File: src/iss_pkg.sv
// shared constants, register map and types of the i2c slave status block
`default_nettype none
package iss_pkg;
  // register indices; byte address is four times the index
  localparam int ISS_ADR_W = 18;
  localparam logic [15:0] ISS_IDX_TXD = 16'h4360;
  localparam logic [15:0] ISS_IDX_RXD = 16'h4362;
  localparam logic [15:0] ISS_IDX_OWN = 16'h4364;
  localparam logic [15:0] ISS_IDX_CTL = 16'h4366;
  localparam logic [15:0] ISS_IDX_FLG = 16'h4368;
  localparam logic [15:0] ISS_IDX_AST = 16'h436a;
  localparam logic [15:0] ISS_IDX_IEN = 16'h436c;
  localparam logic [15:0] ISS_IDX_MSK = 16'h436e;
  // event flag register fields
  localparam int ISS_FLG_W = 6;
  localparam int ISS_FLG_STOP = 0;
  localparam int ISS_FLG_NAK = 1;
  localparam int ISS_FLG_ASD = 2;
  localparam int ISS_FLG_DMS = 3;
  localparam int ISS_FLG_BFR = 4;
  localparam int ISS_FLG_OVF = 5;
  localparam int ISS_FLG_BUS_STATUS_SUMMARY = 7;
  // access state fields
  localparam int ISS_AST_DIR = 0;
  localparam int ISS_AST_SEL = 1;
  localparam int ISS_AST_BUSY = 2;
  localparam int ISS_AST_TXE = 3;
  localparam int ISS_AST_RXR = 4;
  // interrupt enable fields
  localparam int ISS_IEN_W = 3;
  localparam int ISS_IEN_TX = 0;
  localparam int ISS_IEN_RX = 1;
  localparam int ISS_IEN_BS = 2;
  // control fields
  localparam int ISS_CTL_W = 2;
  localparam int ISS_CTL_COMM = 0;
  localparam int ISS_CTL_ASYNC = 1;
  // reset values
  localparam logic [ISS_FLG_W-1:0] ISS_FLG_RST = 6'h00;
  localparam logic [ISS_IEN_W-1:0] ISS_IEN_RST = 3'h0;
  localparam logic [ISS_CTL_W-1:0] ISS_CTL_RST = 2'h0;
  localparam logic [6:0] ISS_OWN_RST = 7'h00;
  localparam logic [7:0] ISS_BYTE_RST = 8'h00;
  localparam logic [2:0] ISS_BIT_LAST = 3'h7;
  localparam logic [2:0] ISS_BIT_FIRST = 3'h0;

  typedef struct packed {
    logic start;
    logic stop;
    logic rise;
    logic fall;
  } iss_cond_type;

  typedef enum logic [7:0] {
    ISS_IDLE = 8'h01,
    ISS_ADDR = 8'h02,
    ISS_ADDR_ACK = 8'h04,
    ISS_ADDR_NAK = 8'h08,
    ISS_RX = 8'h10,
    ISS_RX_ACK = 8'h20,
    ISS_TX = 8'h40,
    ISS_TX_ACK = 8'h80
  } iss_state_type;
endpackage
`default_nettype wire

File: src/iss_sync2.sv
// two-flop synchroniser for pin levels
`timescale 1ns/1ps
`default_nettype none
module iss_sync2 #(
  parameter int W = 2
) (
  input wire logic clk_i, // block clock
  input wire logic rst_i, // sync reset, high
  input wire logic [W-1:0] d_i, // asynchronous levels
  output logic [W-1:0] q_o // synchronised levels
);
  logic [W-1:0] meta_q;

  // bus idles high, so both stages reset to one
  always_ff @(posedge clk_i)
  begin
    if (rst_i)
    begin
      meta_q <= '1;
      q_o <= '1;
    end
    else
    begin
      meta_q <= d_i;
      q_o <= meta_q;
    end
  end
endmodule // iss_sync2
`default_nettype wire

File: src/iss_cond.sv
// start, stop and clock edge detection on synchronised bus lines
`timescale 1ns/1ps
`default_nettype none
module iss_cond
  import iss_pkg::*;
(
  input wire logic clk_i, // block clock
  input wire logic rst_i, // sync reset, high
  input wire logic scl_i, // synchronised clock line
  input wire logic sda_i, // synchronised data line
  output iss_cond_type cond_o // one-cycle bus events
);
  logic scl_q;
  logic sda_q;

  always_ff @(posedge clk_i)
  begin
    if (rst_i)
    begin
      scl_q <= 1'b1;
      sda_q <= 1'b1;
    end
    else
    begin
      scl_q <= scl_i;
      sda_q <= sda_i;
    end
  end

  always_comb
  begin
    cond_o.rise = scl_i & ~scl_q;
    cond_o.fall = ~scl_i & scl_q;
    cond_o.start = scl_i & scl_q & sda_q & ~sda_i;
    cond_o.stop = scl_i & scl_q & ~sda_q & sda_i;
  end
endmodule // iss_cond
`default_nettype wire

File: src/iss_slave_status.sv
// i2c slave status, access state and interrupt request logic
// Contract
// - while sending, compare sda with driven bit; set mismatch flag on difference
// - never raise the mismatch flag while async address detection is on
// - async mode: own address sets async-hit flag and is answered with nak
// - after a sent byte, master's nak is captured into the nak flag
// - stop or repeated start while selected sets stop flag, resets engine
// - event flags stay set until software writes one to them
// - receive ready sets on receive load, clears on receive register read
// - transmit empty sets when byte is taken, clears on transmit write
// - busy sets on start or low line, clears on stop
// - selected sets on own address, clears on stop or repeated start
// - direction bit of the address is kept; one means master read
// - bus status request when a flag passing the mask is set and its enable is one
// - receive request on byte load, only with receive enable
// - transmit request on byte handover, only with transmit enable
// - summary flag is one while any event flag is one
`timescale 1ns/1ps
`default_nettype none
module iss_slave_status
  import iss_pkg::*;
(
  input wire logic clk_i, // 25 mhz block clock
  input wire logic rst_i, // sync reset, high
  input wire logic wb_cyc_i, // wishbone cycle
  input wire logic wb_stb_i, // wishbone strobe
  input wire logic wb_we_i, // wishbone write
  input wire logic [ISS_ADR_W-1:0] wb_adr_i, // byte address
  input wire logic [3:0] wb_sel_i, // byte enables
  input wire logic [31:0] wb_dat_i, // write data
  output logic [31:0] wb_dat_o, // read data
  output logic wb_ack_o, // cycle answer
  input wire logic scl_i, // slave clock pin
  input wire logic sda_i, // slave data pin level
  output logic sda_o, // data pin drive level
  output logic sda_oe_o, // data pin pulled low while high
  output logic irq_o // level interrupt request
);
  logic [1:0] pin_s;
  iss_cond_type cond;
  iss_state_type state_q;
  logic [2:0] cnt_q;
  logic [8:0] tx_sh_q;
  logic [7:0] rx_sh_q, rxd_q, txd_q;
  logic [6:0] own_q;
  logic [ISS_CTL_W-1:0] ctl_q;
  logic [ISS_IEN_W-1:0] ien_q;
  logic [ISS_FLG_W-1:0] msk_q, flg_q, flg_set, flg_clr;
  logic rxr_q, txe_q, busy_q, sel_q, dir_q, oe_q;
  logic summary, scl_s, sda_s, async_en, addr_hit, rx_load, tx_take;
  logic req, wr, rd;
  logic [15:0] rdata;

  iss_sync2 #(.W(2)) u_sync (
    .clk_i(clk_i),
    .rst_i(rst_i),
    .d_i({scl_i, sda_i}),
    .q_o(pin_s)
  );

  assign scl_s = pin_s[1];
  assign sda_s = pin_s[0];

  iss_cond u_cond (
    .clk_i(clk_i),
    .rst_i(rst_i),
    .scl_i(scl_s),
    .sda_i(sda_s),
    .cond_o(cond)
  );

  function automatic logic reg_hit(input logic [ISS_ADR_W-1:0] adr, input logic [15:0] idx);
    reg_hit = (adr[ISS_ADR_W-1:2] == idx);
  endfunction

  assign async_en = ctl_q[ISS_CTL_ASYNC];
  assign addr_hit = (rx_sh_q[6:0] == own_q);
  assign req = wb_cyc_i & wb_stb_i & ~wb_ack_o;
  assign wr = req & wb_we_i;
  assign rd = req & ~wb_we_i;

  // byte engine; events from sampled pins drive every transition
  always_ff @(posedge clk_i)
  begin
    if (rst_i)
    begin
      state_q <= ISS_IDLE;
      cnt_q <= ISS_BIT_FIRST;
      rx_sh_q <= ISS_BYTE_RST;
      tx_sh_q <= '0;
      oe_q <= 1'b0;
    end
    else if (cond.stop || cond.start)
    begin
      // restart of the engine on either condition
      state_q <= cond.start ? ISS_ADDR : ISS_IDLE;
      cnt_q <= ISS_BIT_FIRST;
      oe_q <= 1'b0;
    end
    else
    begin
      unique case (state_q)
        ISS_IDLE:
          oe_q <= 1'b0;
        ISS_ADDR:
          if (cond.rise)
          begin
            rx_sh_q <= {rx_sh_q[6:0], sda_s};
            cnt_q <= cnt_q + 3'h1;
            if (cnt_q == ISS_BIT_LAST)
            begin
              if (rx_sh_q[6:0] == own_q && ctl_q[ISS_CTL_COMM] && !async_en)
                state_q <= ISS_ADDR_ACK;
              else
                state_q <= ISS_ADDR_NAK;
            end
          end
        ISS_ADDR_ACK:
          if (cond.fall)
          begin
            if (!oe_q)
              oe_q <= 1'b1;
            else if (dir_q)
            begin
              state_q <= ISS_TX;
              tx_sh_q <= {txd_q, 1'b0};
              oe_q <= ~txd_q[7];
              cnt_q <= ISS_BIT_FIRST;
            end
            else
            begin
              state_q <= ISS_RX;
              oe_q <= 1'b0;
              cnt_q <= ISS_BIT_FIRST;
            end
          end
        ISS_ADDR_NAK:
          if (cond.rise)
            state_q <= ISS_IDLE;
        ISS_RX:
          if (cond.rise)
          begin
            rx_sh_q <= {rx_sh_q[6:0], sda_s};
            cnt_q <= cnt_q + 3'h1;
            if (cnt_q == ISS_BIT_LAST)
              state_q <= ISS_RX_ACK;
          end
        ISS_RX_ACK:
          if (cond.fall)
          begin
            oe_q <= ~oe_q;
            if (oe_q)
              state_q <= ISS_RX;
          end
        ISS_TX:
          if (cond.rise)
          begin
            cnt_q <= cnt_q + 3'h1;
            if (cnt_q == ISS_BIT_LAST)
              state_q <= ISS_TX_ACK;
          end
          else if (cond.fall)
          begin
            tx_sh_q <= {tx_sh_q[7:0], 1'b0};
            oe_q <= ~tx_sh_q[7];
          end
        ISS_TX_ACK:
          if (cond.fall)
            oe_q <= 1'b0;
          else if (cond.rise)
          begin
            cnt_q <= ISS_BIT_FIRST;
            if (sda_s)
              state_q <= ISS_IDLE;
            else
            begin
              state_q <= ISS_TX;
              tx_sh_q <= {1'b0, txd_q}; // one place low: first fall shifts msb out
            end
          end
      endcase
    end
  end

  // byte hand-over strobes between engine and data registers
  assign rx_load = (state_q == ISS_RX) && cond.rise && (cnt_q == ISS_BIT_LAST)
                   && !cond.start && !cond.stop;
  assign tx_take = !cond.start && !cond.stop &&
                   (((state_q == ISS_ADDR_ACK) && cond.fall && oe_q && dir_q) ||
                    ((state_q == ISS_TX_ACK) && cond.rise && !sda_s));

  always_comb
  begin
    flg_set = '0;
    flg_set[ISS_FLG_DMS] = !async_en && cond.rise && !cond.start && !cond.stop &&
                           (((state_q == ISS_TX) && (sda_s != tx_sh_q[8])) ||
                            ((state_q == ISS_ADDR_NAK) && !sda_s));
    flg_set[ISS_FLG_ASD] = async_en && (state_q == ISS_ADDR) && cond.rise &&
                           (cnt_q == ISS_BIT_LAST) && addr_hit;
    flg_set[ISS_FLG_NAK] = (state_q == ISS_TX_ACK) && cond.rise && sda_s &&
                           !cond.start && !cond.stop;
    flg_set[ISS_FLG_STOP] = sel_q && (cond.stop || cond.start);
    flg_set[ISS_FLG_OVF] = rx_load && rxr_q;
  end

  // write one to clear; a set in the same cycle wins
  assign flg_clr = (wr && reg_hit(wb_adr_i, ISS_IDX_FLG) && wb_sel_i[0]) ?
                   wb_dat_i[ISS_FLG_W-1:0] : '0;

  always_ff @(posedge clk_i)
  begin
    if (rst_i)
      flg_q <= ISS_FLG_RST;
    else
      flg_q <= (flg_q & ~flg_clr) | flg_set;
  end

  assign summary = |flg_q;

  // receive data and ready indicator
  always_ff @(posedge clk_i)
  begin
    if (rst_i)
    begin
      rxd_q <= ISS_BYTE_RST;
      rxr_q <= 1'b0;
    end
    else
    begin
      if (rx_load)
        rxd_q <= {rx_sh_q[6:0], sda_s};
      if (rx_load)
        rxr_q <= 1'b1;
      else if (rd && reg_hit(wb_adr_i, ISS_IDX_RXD))
        rxr_q <= 1'b0;
    end
  end

  // transmit data and empty indicator; a write in the hand-over cycle
  // stays pending, so the empty flag is cleared by the write
  always_ff @(posedge clk_i)
  begin
    if (rst_i)
    begin
      txd_q <= ISS_BYTE_RST;
      txe_q <= 1'b0;
    end
    else
    begin
      if (wr && reg_hit(wb_adr_i, ISS_IDX_TXD) && wb_sel_i[0])
      begin
        txd_q <= wb_dat_i[7:0];
        txe_q <= 1'b0;
      end
      else if (tx_take)
        txe_q <= 1'b1;
    end
  end

  // bus busy and slave selection state
  always_ff @(posedge clk_i)
  begin
    if (rst_i)
    begin
      busy_q <= 1'b0;
      sel_q <= 1'b0;
      dir_q <= 1'b0;
    end
    else
    begin
      if (cond.stop)
        busy_q <= 1'b0;
      else if (cond.start || !scl_s || !sda_s)
        busy_q <= 1'b1;
      if (cond.stop || cond.start)
        sel_q <= 1'b0;
      else if ((state_q == ISS_ADDR) && cond.rise && (cnt_q == ISS_BIT_LAST) &&
               addr_hit && ctl_q[ISS_CTL_COMM] && !async_en)
      begin
        sel_q <= 1'b1;
        dir_q <= sda_s;
      end
    end
  end

  // software control registers
  always_ff @(posedge clk_i)
  begin
    if (rst_i)
    begin
      own_q <= ISS_OWN_RST;
      ctl_q <= ISS_CTL_RST;
      ien_q <= ISS_IEN_RST;
      msk_q <= ISS_FLG_RST;
    end
    else if (wr && wb_sel_i[0])
    begin
      if (reg_hit(wb_adr_i, ISS_IDX_OWN))
        own_q <= wb_dat_i[6:0];
      if (reg_hit(wb_adr_i, ISS_IDX_CTL))
        ctl_q <= wb_dat_i[ISS_CTL_W-1:0];
      if (reg_hit(wb_adr_i, ISS_IDX_IEN))
        ien_q <= wb_dat_i[ISS_IEN_W-1:0];
      if (reg_hit(wb_adr_i, ISS_IDX_MSK))
        msk_q <= wb_dat_i[ISS_FLG_W-1:0];
    end
  end

  // read multiplexer; unmapped and reserved bits read zero
  always_comb
  begin
    rdata = 16'h0000;
    if (reg_hit(wb_adr_i, ISS_IDX_RXD))
      rdata[7:0] = rxd_q;
    if (reg_hit(wb_adr_i, ISS_IDX_TXD))
      rdata[7:0] = txd_q;
    if (reg_hit(wb_adr_i, ISS_IDX_OWN))
      rdata[6:0] = own_q;
    if (reg_hit(wb_adr_i, ISS_IDX_CTL))
      rdata[ISS_CTL_W-1:0] = ctl_q;
    if (reg_hit(wb_adr_i, ISS_IDX_FLG))
      rdata[ISS_FLG_BUS_STATUS_SUMMARY:0] = {summary, 1'b0, flg_q};
    if (reg_hit(wb_adr_i, ISS_IDX_AST))
      rdata[ISS_AST_RXR:ISS_AST_DIR] = {rxr_q, txe_q, busy_q, sel_q, dir_q};
    if (reg_hit(wb_adr_i, ISS_IDX_IEN))
      rdata[ISS_IEN_W-1:0] = ien_q;
    if (reg_hit(wb_adr_i, ISS_IDX_MSK))
      rdata[ISS_FLG_W-1:0] = msk_q;
  end

  // bus slave answers one cycle after the request
  always_ff @(posedge clk_i)
  begin
    if (rst_i)
    begin
      wb_ack_o <= 1'b0;
      wb_dat_o <= 32'h0000_0000;
    end
    else
    begin
      wb_ack_o <= req;
      if (rd)
        wb_dat_o <= {16'h0000, rdata};
    end
  end

  // mask trims which events reach the bus status request; the summary
  // bit itself still shows every event
  always_ff @(posedge clk_i)
  begin
    if (rst_i)
      irq_o <= 1'b0;
    else
      irq_o <= (ien_q[ISS_IEN_BS] && summary && |(flg_q & msk_q)) ||
               (ien_q[ISS_IEN_RX] && rxr_q) ||
               (ien_q[ISS_IEN_TX] && txe_q);
  end

  assign sda_oe_o = oe_q;
  assign sda_o = 1'b0;
endmodule // iss_slave_status
`default_nettype wire

File: config.mk
export PLATFORM = sky130hd
export DESIGN_NAME = iss_slave_status
export DESIGN_NICKNAME = d
export VERILOG_FILES = /design/src/iss_pkg.sv /design/src/iss_sync2.sv /design/src/iss_cond.sv /design/src/iss_slave_status.sv
export SDC_FILE = /design/constraint.sdc
export NUM_CORES = 1
export LEC_CHECK = 0
export ABC_AREA = 1
export ABC_CLOCK_PERIOD_IN_PS = 3700
export BUFFER_PORTS_ARGS = -buffer_cell sky130_fd_sc_hd__buf_4
export CAP_MARGIN = 25
export CELL_PAD_IN_SITES_DETAIL_PLACEMENT = 0
export CELL_PAD_IN_SITES_GLOBAL_PLACEMENT = 1
export CORE_ASPECT_RATIO = 0.75
export CORE_MARGIN = 3
export CORE_UTILIZATION = 40
export CTS_CLUSTER_SIZE = 8
export DETAILED_ROUTE_END_ITERATION = 10
export MAX_ROUTING_LAYER = met4
export PLACE_DENSITY = 0.92
export SLEW_MARGIN = 20
export SYNTH_ARGS = -nofsm -noshare
export SYNTH_HDL_FRONTEND = slang
export SYNTH_SLANG_ARGS = --single-unit
File: constraint.sdc
create_clock -name clk_i -period 3.7 [get_ports clk_i]
set_input_delay 0.37 -clock clk_i [delete_from_list [all_inputs] [get_ports clk_i]]
set_output_delay 0.37 -clock clk_i [all_outputs]
set_load 0.02 [all_outputs]
==> results.md, run 1 <==
- CTS sink count: 89
- Pin count of the biggest net entering global routing: 40
- 1st-pass router iterations: 5
- Worst Path Max Fanout: 18
- Post-synth EDFFs: 0
- Routed WL per cell: 14.7 µm
- GRT overflow: 0
- Clock latency on the worst-skew pair: 340 ps
- DRT Wirelength: 12800 µm
- Type of the most critical hold path: primary input to flip-flop
- Post-DRT Antenna Nets: 0
- Area grow syn2layout: 14.2%
- Die area: 13000 µm²
- CTS tree: built
- Critical path endpoint category: flip-flop
- # fillers: 1158
- Worst Max-Slew Pin Slew: 966 ps
- CP startpoint kind: flip-flop
- Max Cap Viol: 0
- FF+latch area: 1780 µm²
- Unrepaired setup endpoints after global routing: false
- Post-layout net count: 790
- Global-route usage over all layers: 0.211
- Drt drc: 0
- Worst hold path stage count: 2
- Fmax: 439 MHz
- Synthesis-stage register bit count: 89
- Simple-gate share of the synthesized area: 0.302
- Top cell type's share of synthesized area: 0.383
- First-pass GRT wire length: 20700 µm
- DRT iter0 DRCs: 401
- Cell area after synthesis: 4650 µm²
- # hold bufs at CTS: 0
- Worst Path Required: 3930 ps
- Clock transition at path regs: 70 ps
- Worst Skew: 8.57 ps
- CP arrival: 2510 ps
- Final hold vios: 0
- Multiplexer area fraction after synthesis: 0
- Leading area contributor after synthesis: dfxtp_1
- Largest family of logic cells by synthesized area: simple AND/OR/NAND/NOR gates
- Cts bufs inserted: 9
- Initial Util: 0.417
- Placement Setup Slack: 1440 ps
- Root Buffer: clkbuf_16
- Layout cells sized above 1: 0.124
- Adder-Cell Fraction of Synth Area: 0.00538
- Max clock buf depth: 2
- Final count of negative-setup-slack endpoints: 0
- Via Count: 4479
- Post-DP HPWL: 9850 µm
- N_diodes: 0
- Sequential element share of the synthesized area: 0.383
- Die Wd: 130 µm
- Peak VDD IR: 246 µV
- Initial antenna violation count: 1
- Worst Reg-to-Reg Cells: 8
- PnR worst setup slack: 1420 ps
- Synth cell types: 43
- PD cells: 389 nW/µm²
- Synth Area in Compound Gates: 0.171
- Synth Instances: 686
- H-Tree Depth: 3
- XOR/XNOR share of the synthesized area: 0.0113
- Post-synth top flop: dfxtp_1
- Buffers on Ports: 42
- FP Rows: 33
- Io pins: 97
- Period utilization: 0.615
- Routability congestion estimate from global placement: 0.944
- Setup_tns: 0 ps
- WS Path Type: flip-flop to flip-flop
- YS warnings: 0
- Area contributors post-synth: dfxtp_1, nand2_1, a21oi_1
- Post-CTS setup buffers: 0
- Max Slew Vio Count: 0
- Multi-input gate area: 2370 µm²
- Min Tclk post-route: 2280 ps
- Die H: 99.4 µm
- Vias in the first global route: 4093
- Post-synth ARST share: 0
- Status: complete, no violations
- CTS resizes: 0
- Pleak: 2.24 nW
- Placeable core region: 11100 µm²
- Slew HR: 0.350
- Via density: 5.14
- Syn_area_per_cell: 6.78 µm²
-- layer usage --
layer	global-route usage	up-vias	part of all wire
met2	0.304	121	0.44
met5	-	-	0
met1	0.297	2078	0.47
met3	0.0499	12	0.078
li1	-	2268	-
met4	0.0538	0	0.012
-- critical path: stages, from the launching register on --
cell and delay (ps):
dfxtp_1 370, inv_1 290, nor2_1 80, nand2_1 100
nand2_1 150, nor4_4 830, nand3_1 170, nand2_1 110
nor2_1 50
-- power by group --
group          internal [mW]  switching (mW)
Sequential             0.967         0.00761
Combinational         0.0505           0.106
Clock                  0.547           0.390
Total                   1.56           0.504
-- sequential cells by signal, indices dropped and copies added, names as in the netlist, 2 cells and up --
signal         flops
tx_sh_q            9
rxd_q              8
state_q            8
txd_q              8
wb_dat_o           8
own_q              7
rx_sh_q            7
flg_q              6
msk_q              6
cnt_q              3
ien_q              3
ctl_q              2
u_sync.meta_q      2
u_sync.q_o         2
-- synth_stat cells (6+ instances only) --
| master | count |
|---|---|
| nand2_1 | 147 |
| nand3_1 | 37 |
| inv_2 | 6 |
| xnor2_1 | 6 |
| nor2_1 | 90 |
| a21oi_1 | 81 |
| nand4_1 | 13 |
| inv_1 | 79 |
| o21ai_0 | 46 |
| clkbuf_1 | 10 |
| buf_4 | 25 |
| dfxtp_1 | 89 |
-- cell families after synthesis --
group | count (synthesis)
adder cells (fa/ha/maj) | 2
buffers and inverters | 126
flip-flops | 89
AND/OR/NAND/NOR | 316
other | 1
AO/OA/AOI/OAI | 146
XOR/XNOR | 6
-- cells in the final DEF, fill, tap and decap left out, types with 2 or more instances in the layout --
cell type and count:
nor2_2 5, a21oi_1 81, ha_1 2, o22ai_1 4, nand3_4 2, inv_2 6, clkbuf_16 9, inv_1 79
nand2_1 147, nor4_1 3, dfxtp_1 89, clkinv_4 2, nand3_2 2, nor2_1 90, xnor2_1 6, nand4_1 13
nand2_2 3, o211ai_1 3, buf_4 45, or2_2 4, o21ai_0 46, nor3_1 5, conb_1 25, nand3_1 37
-- final timing paths --
path,end,start,slack [ps]
min,u_sync.meta_q[0],sda_i,210
max,tx_sh_q[1],u_sync.q_o[0],1420
max reg2reg,tx_sh_q[1],u_sync.q_o[0],1420
min reg2reg,u_sync.q_o[0],u_sync.meta_q[0],440
-- stage by stage --
stage	instance area (µm²)	utilization	std cells	hold WS, ps	power, mW
after floorplan	4740	-	710	389	1.11
after global placement	4990	0.448	855	413	1.15
after detailed placement	4990	0.448	855	423	1.15
after CTS	5300	0.475	871	200	2.08
after global routing	5310	0.476	872	200	2.14
final	5310	0.476	872	207	2.07
-- area by class of cell --
type | instances | area share
clock inverter | 5 | 0.0120
multi-input combinational | 495 | 0.447
inverter | 86 | 0.0608
sequential | 89 | 0.335
clock buffer | 11 | 0.0457
timing repair buffer | 46 | 0.0664
tap | 140 | 0.0330
Note: power is estimated with default switching activity, not from simulation.
==> inputs of run 2 (changes only) <==
- ABC_AREA: 1 -> 0
- ABC_CLOCK_PERIOD_IN_PS: 3700 -> 2400
- PLACE_DENSITY: 0.92 -> 0.88
- clock period: 3.7 -> 2.4 ns (I/O delays scaled with it)
==> run 2 against run 1 <==
Worst setup slack worse by 1400 ps. Area after synthesis up 4.2%. Flip-flop and latch count unchanged. First-iteration DRC count down 4.7%. Non-clock buffer count up 19. Largest cell class unchanged. Highest routed layer unchanged.
==> results.md, run 2 <==
- Status: complete, no violations
- CP peak stage delay: 560 ps
- Unrepaired setup endpoints after global routing: false
- # hold bufs at CTS: 0
- CP Buf/Inv Count: 0
- Critical path endpoint category: flip-flop
- Max FFs per register: 9
- Cts bufs inserted: 9
- CP Cell Sequence: or4_4 > or4_4 > and3_1 > a211o_1 > a32o_1
- DRT Wirelength: 13900 µm
- Sequential element share of the synthesized area: 0.368
- H-Tree Depth: 3
- Period utilization: 0.976
- YS warnings: 0
- Fmax: 427 MHz
- Leading area contributor after synthesis: dfxtp_1
- CTS resizes: 0
- Cell area after synthesis: 4850 µm²
- Io pins: 97
- Setup_tns: 0 ps
- Post-DP HPWL: 10100 µm
- Drt drc: 0
- 1st-pass router iterations: 5
- Clock latency on the worst-skew pair: 350 ps
- Most frequent cells in the layout: dfxtp_1, nor2_1, buf_4
- # fillers: 1150
- Worst Skew: 6.58 ps
- GRT overflow: 0
- Root Buffer: clkbuf_16
- Synth Instances: 576
- Most common cell after layout, fill and taps aside: dfxtp_1
- Initial Util: 0.414
- Buffers on Ports: 42
- First-pass GRT wire length: 22300 µm
- FF-to-FF setup slack: 60 ps
- Placeable core region: 11700 µm²
- Top cell type's share of synthesized area: 0.368
- Routed WL per cell: 17.8 µm
- Initial antenna violation count: 0
- Post-route total power: 3.30 mW
- Post-CTS setup buffers: 0
- Worst Path Required: 2630 ps
- Die Wd: 133 µm
- Worst Path Max Fanout: 6
- Area grow syn2layout: 15.3%
- Min Tclk post-route: 2340 ps
- CP arrival: 2570 ps
- Synth cell types: 69
- Critical path's most frequent cell: or4_4
- Largest reg by FF count: tx_sh_q
- Count leader, synth: dfxtp_1
- Die area: 13500 µm²
- Clock transition at path regs: 70 ps
- N_diodes: 0
- Routability congestion estimate from global placement: 0.975
- Post-layout net count: 677
- PD cells: 590 nW/µm²
- Max Cap Viol: 0
- Area contributors post-synth: dfxtp_1, mux2i_1, nor2_1
- DRT iter0 DRCs: 382
- Type of the most critical hold path: primary input to flip-flop
- Final hold vios: 0
- Syn_area_per_cell: 8.41 µm²
- Post-synth ARST share: 0
- Min Hold Slack: 81.6 ps
- Die H: 101 µm
- Critical path's top delay family: simple AND/OR/NAND/NOR gates
- Pin count of the biggest net entering global routing: 49
- Post-synth EDFFs: 0
- Via density: 5.78
- Final count of negative-setup-slack endpoints: 0
- CP max stage cell: or4_4
- CP startpoint kind: flip-flop
- Vias in the first global route: 4075
- Slew HR: 0.438
- Commonest cells post-synth: dfxtp_1, nor2_1, mux2i_1
- Max clock buf depth: 2
- Post-DRT Antenna Nets: 0
- FP Rows: 34
- Final core occ: 0.478
- Post-synth top flop: dfxtp_1
- CTS sink count: 89
- Global-route usage over all layers: 0.214
- Via Count: 4515
- Worst Max-Slew Pin Slew: 839 ps
- Synthesis-stage register bit count: 89
- CTS tree: built
- Max Slew Vio Count: 0
- Pleak: 2.16 nW
- WS Path Type: flip-flop to flip-flop
- Layout cells sized above 1: 0.166
- Peak VDD IR: 380 µV
-- run 2: changes by cell type after synthesis, moves of 10 or more --
cell and delta:
mux2i_1 +46, a31oi_1 +10, nor3_1 +11, a21oi_1 -53
clkbuf_1 +16, nand2_1 -116, o21ai_0 -30, inv_1 -67
nand3_1 -22, nor2b_1 +10, nand2b_1 +10
-- run 2: logic make-up (layout without fill, tap and decap cells) --
kind of cell    after synthesis  in the layout  synth area share
simple gates                222            222             0.230
compound gates              124            124             0.181
flops                        89             89             0.368
buf+inv                      74             93            0.0806
mux                          51             51             0.111
xor+xnor                     13             13            0.0235
fa+ha+maj                     2              2           0.00516
other cells                   1             25          0.000774
-- run 2: metal layers --
layer,GRT usage,up-vias,part of all wire
li1,-,2116,-
met5,-,-,0
met1,0.312,2185,0.48
met2,0.299,204,0.43
met3,0.0472,10,0.093
met4,0.0498,0,0.0059
-- run 2: cell type report --
cell class / instances / area (µm²) / share of cell area
flip-flops and latches: 89 / 1780 / 0.319
clock inverters: 5 / 63.8 / 0.0114
multi-input cells: 437 / 2760 / 0.495
inverters: 12 / 45.0 / 0.00806
clock buffers: 11 / 243 / 0.0434
well taps: 162 / 203 / 0.0363
repair buffers: 65 / 488 / 0.0873
-- run 2: path summary, 6_finish.rpt --
check | cells after the start | endpoint | start
worst max-delay path | 5 | cnt_q[2] | state_q[2]
worst min-delay path | 2 | u_sync.meta_q[0] | sda_i
worst max register to register | 5 | cnt_q[2] | state_q[2]
worst min register to register | 1 | u_sync.q_o[1] | u_sync.meta_q[1]
-- run 2: metrics by stage --
step | setup WS, ps | cells | instance area, µm²
final | 58.2 | 781 | 5590
after global routing | 26.1 | 781 | 5590
after CTS | 65.2 | 781 | 5590
after detailed placement | 66.7 | 765 | 5280
after global placement | 133 | 765 | 5280
after floorplan | 182 | 600 | 4940
-- run 2: report_power, final --
part	internal [mW]	total (mW)	switching, mW
sequential	1.49	1.51	0.0153
combinational	0.116	0.328	0.212
clock	0.844	1.46	0.618
-- run 2: worst register-to-register path: cells and delay by family, from the launching register on --
kind	cells	cell delay, ps
compound gates	2	590
flops	1	360
simple gates	3	1290
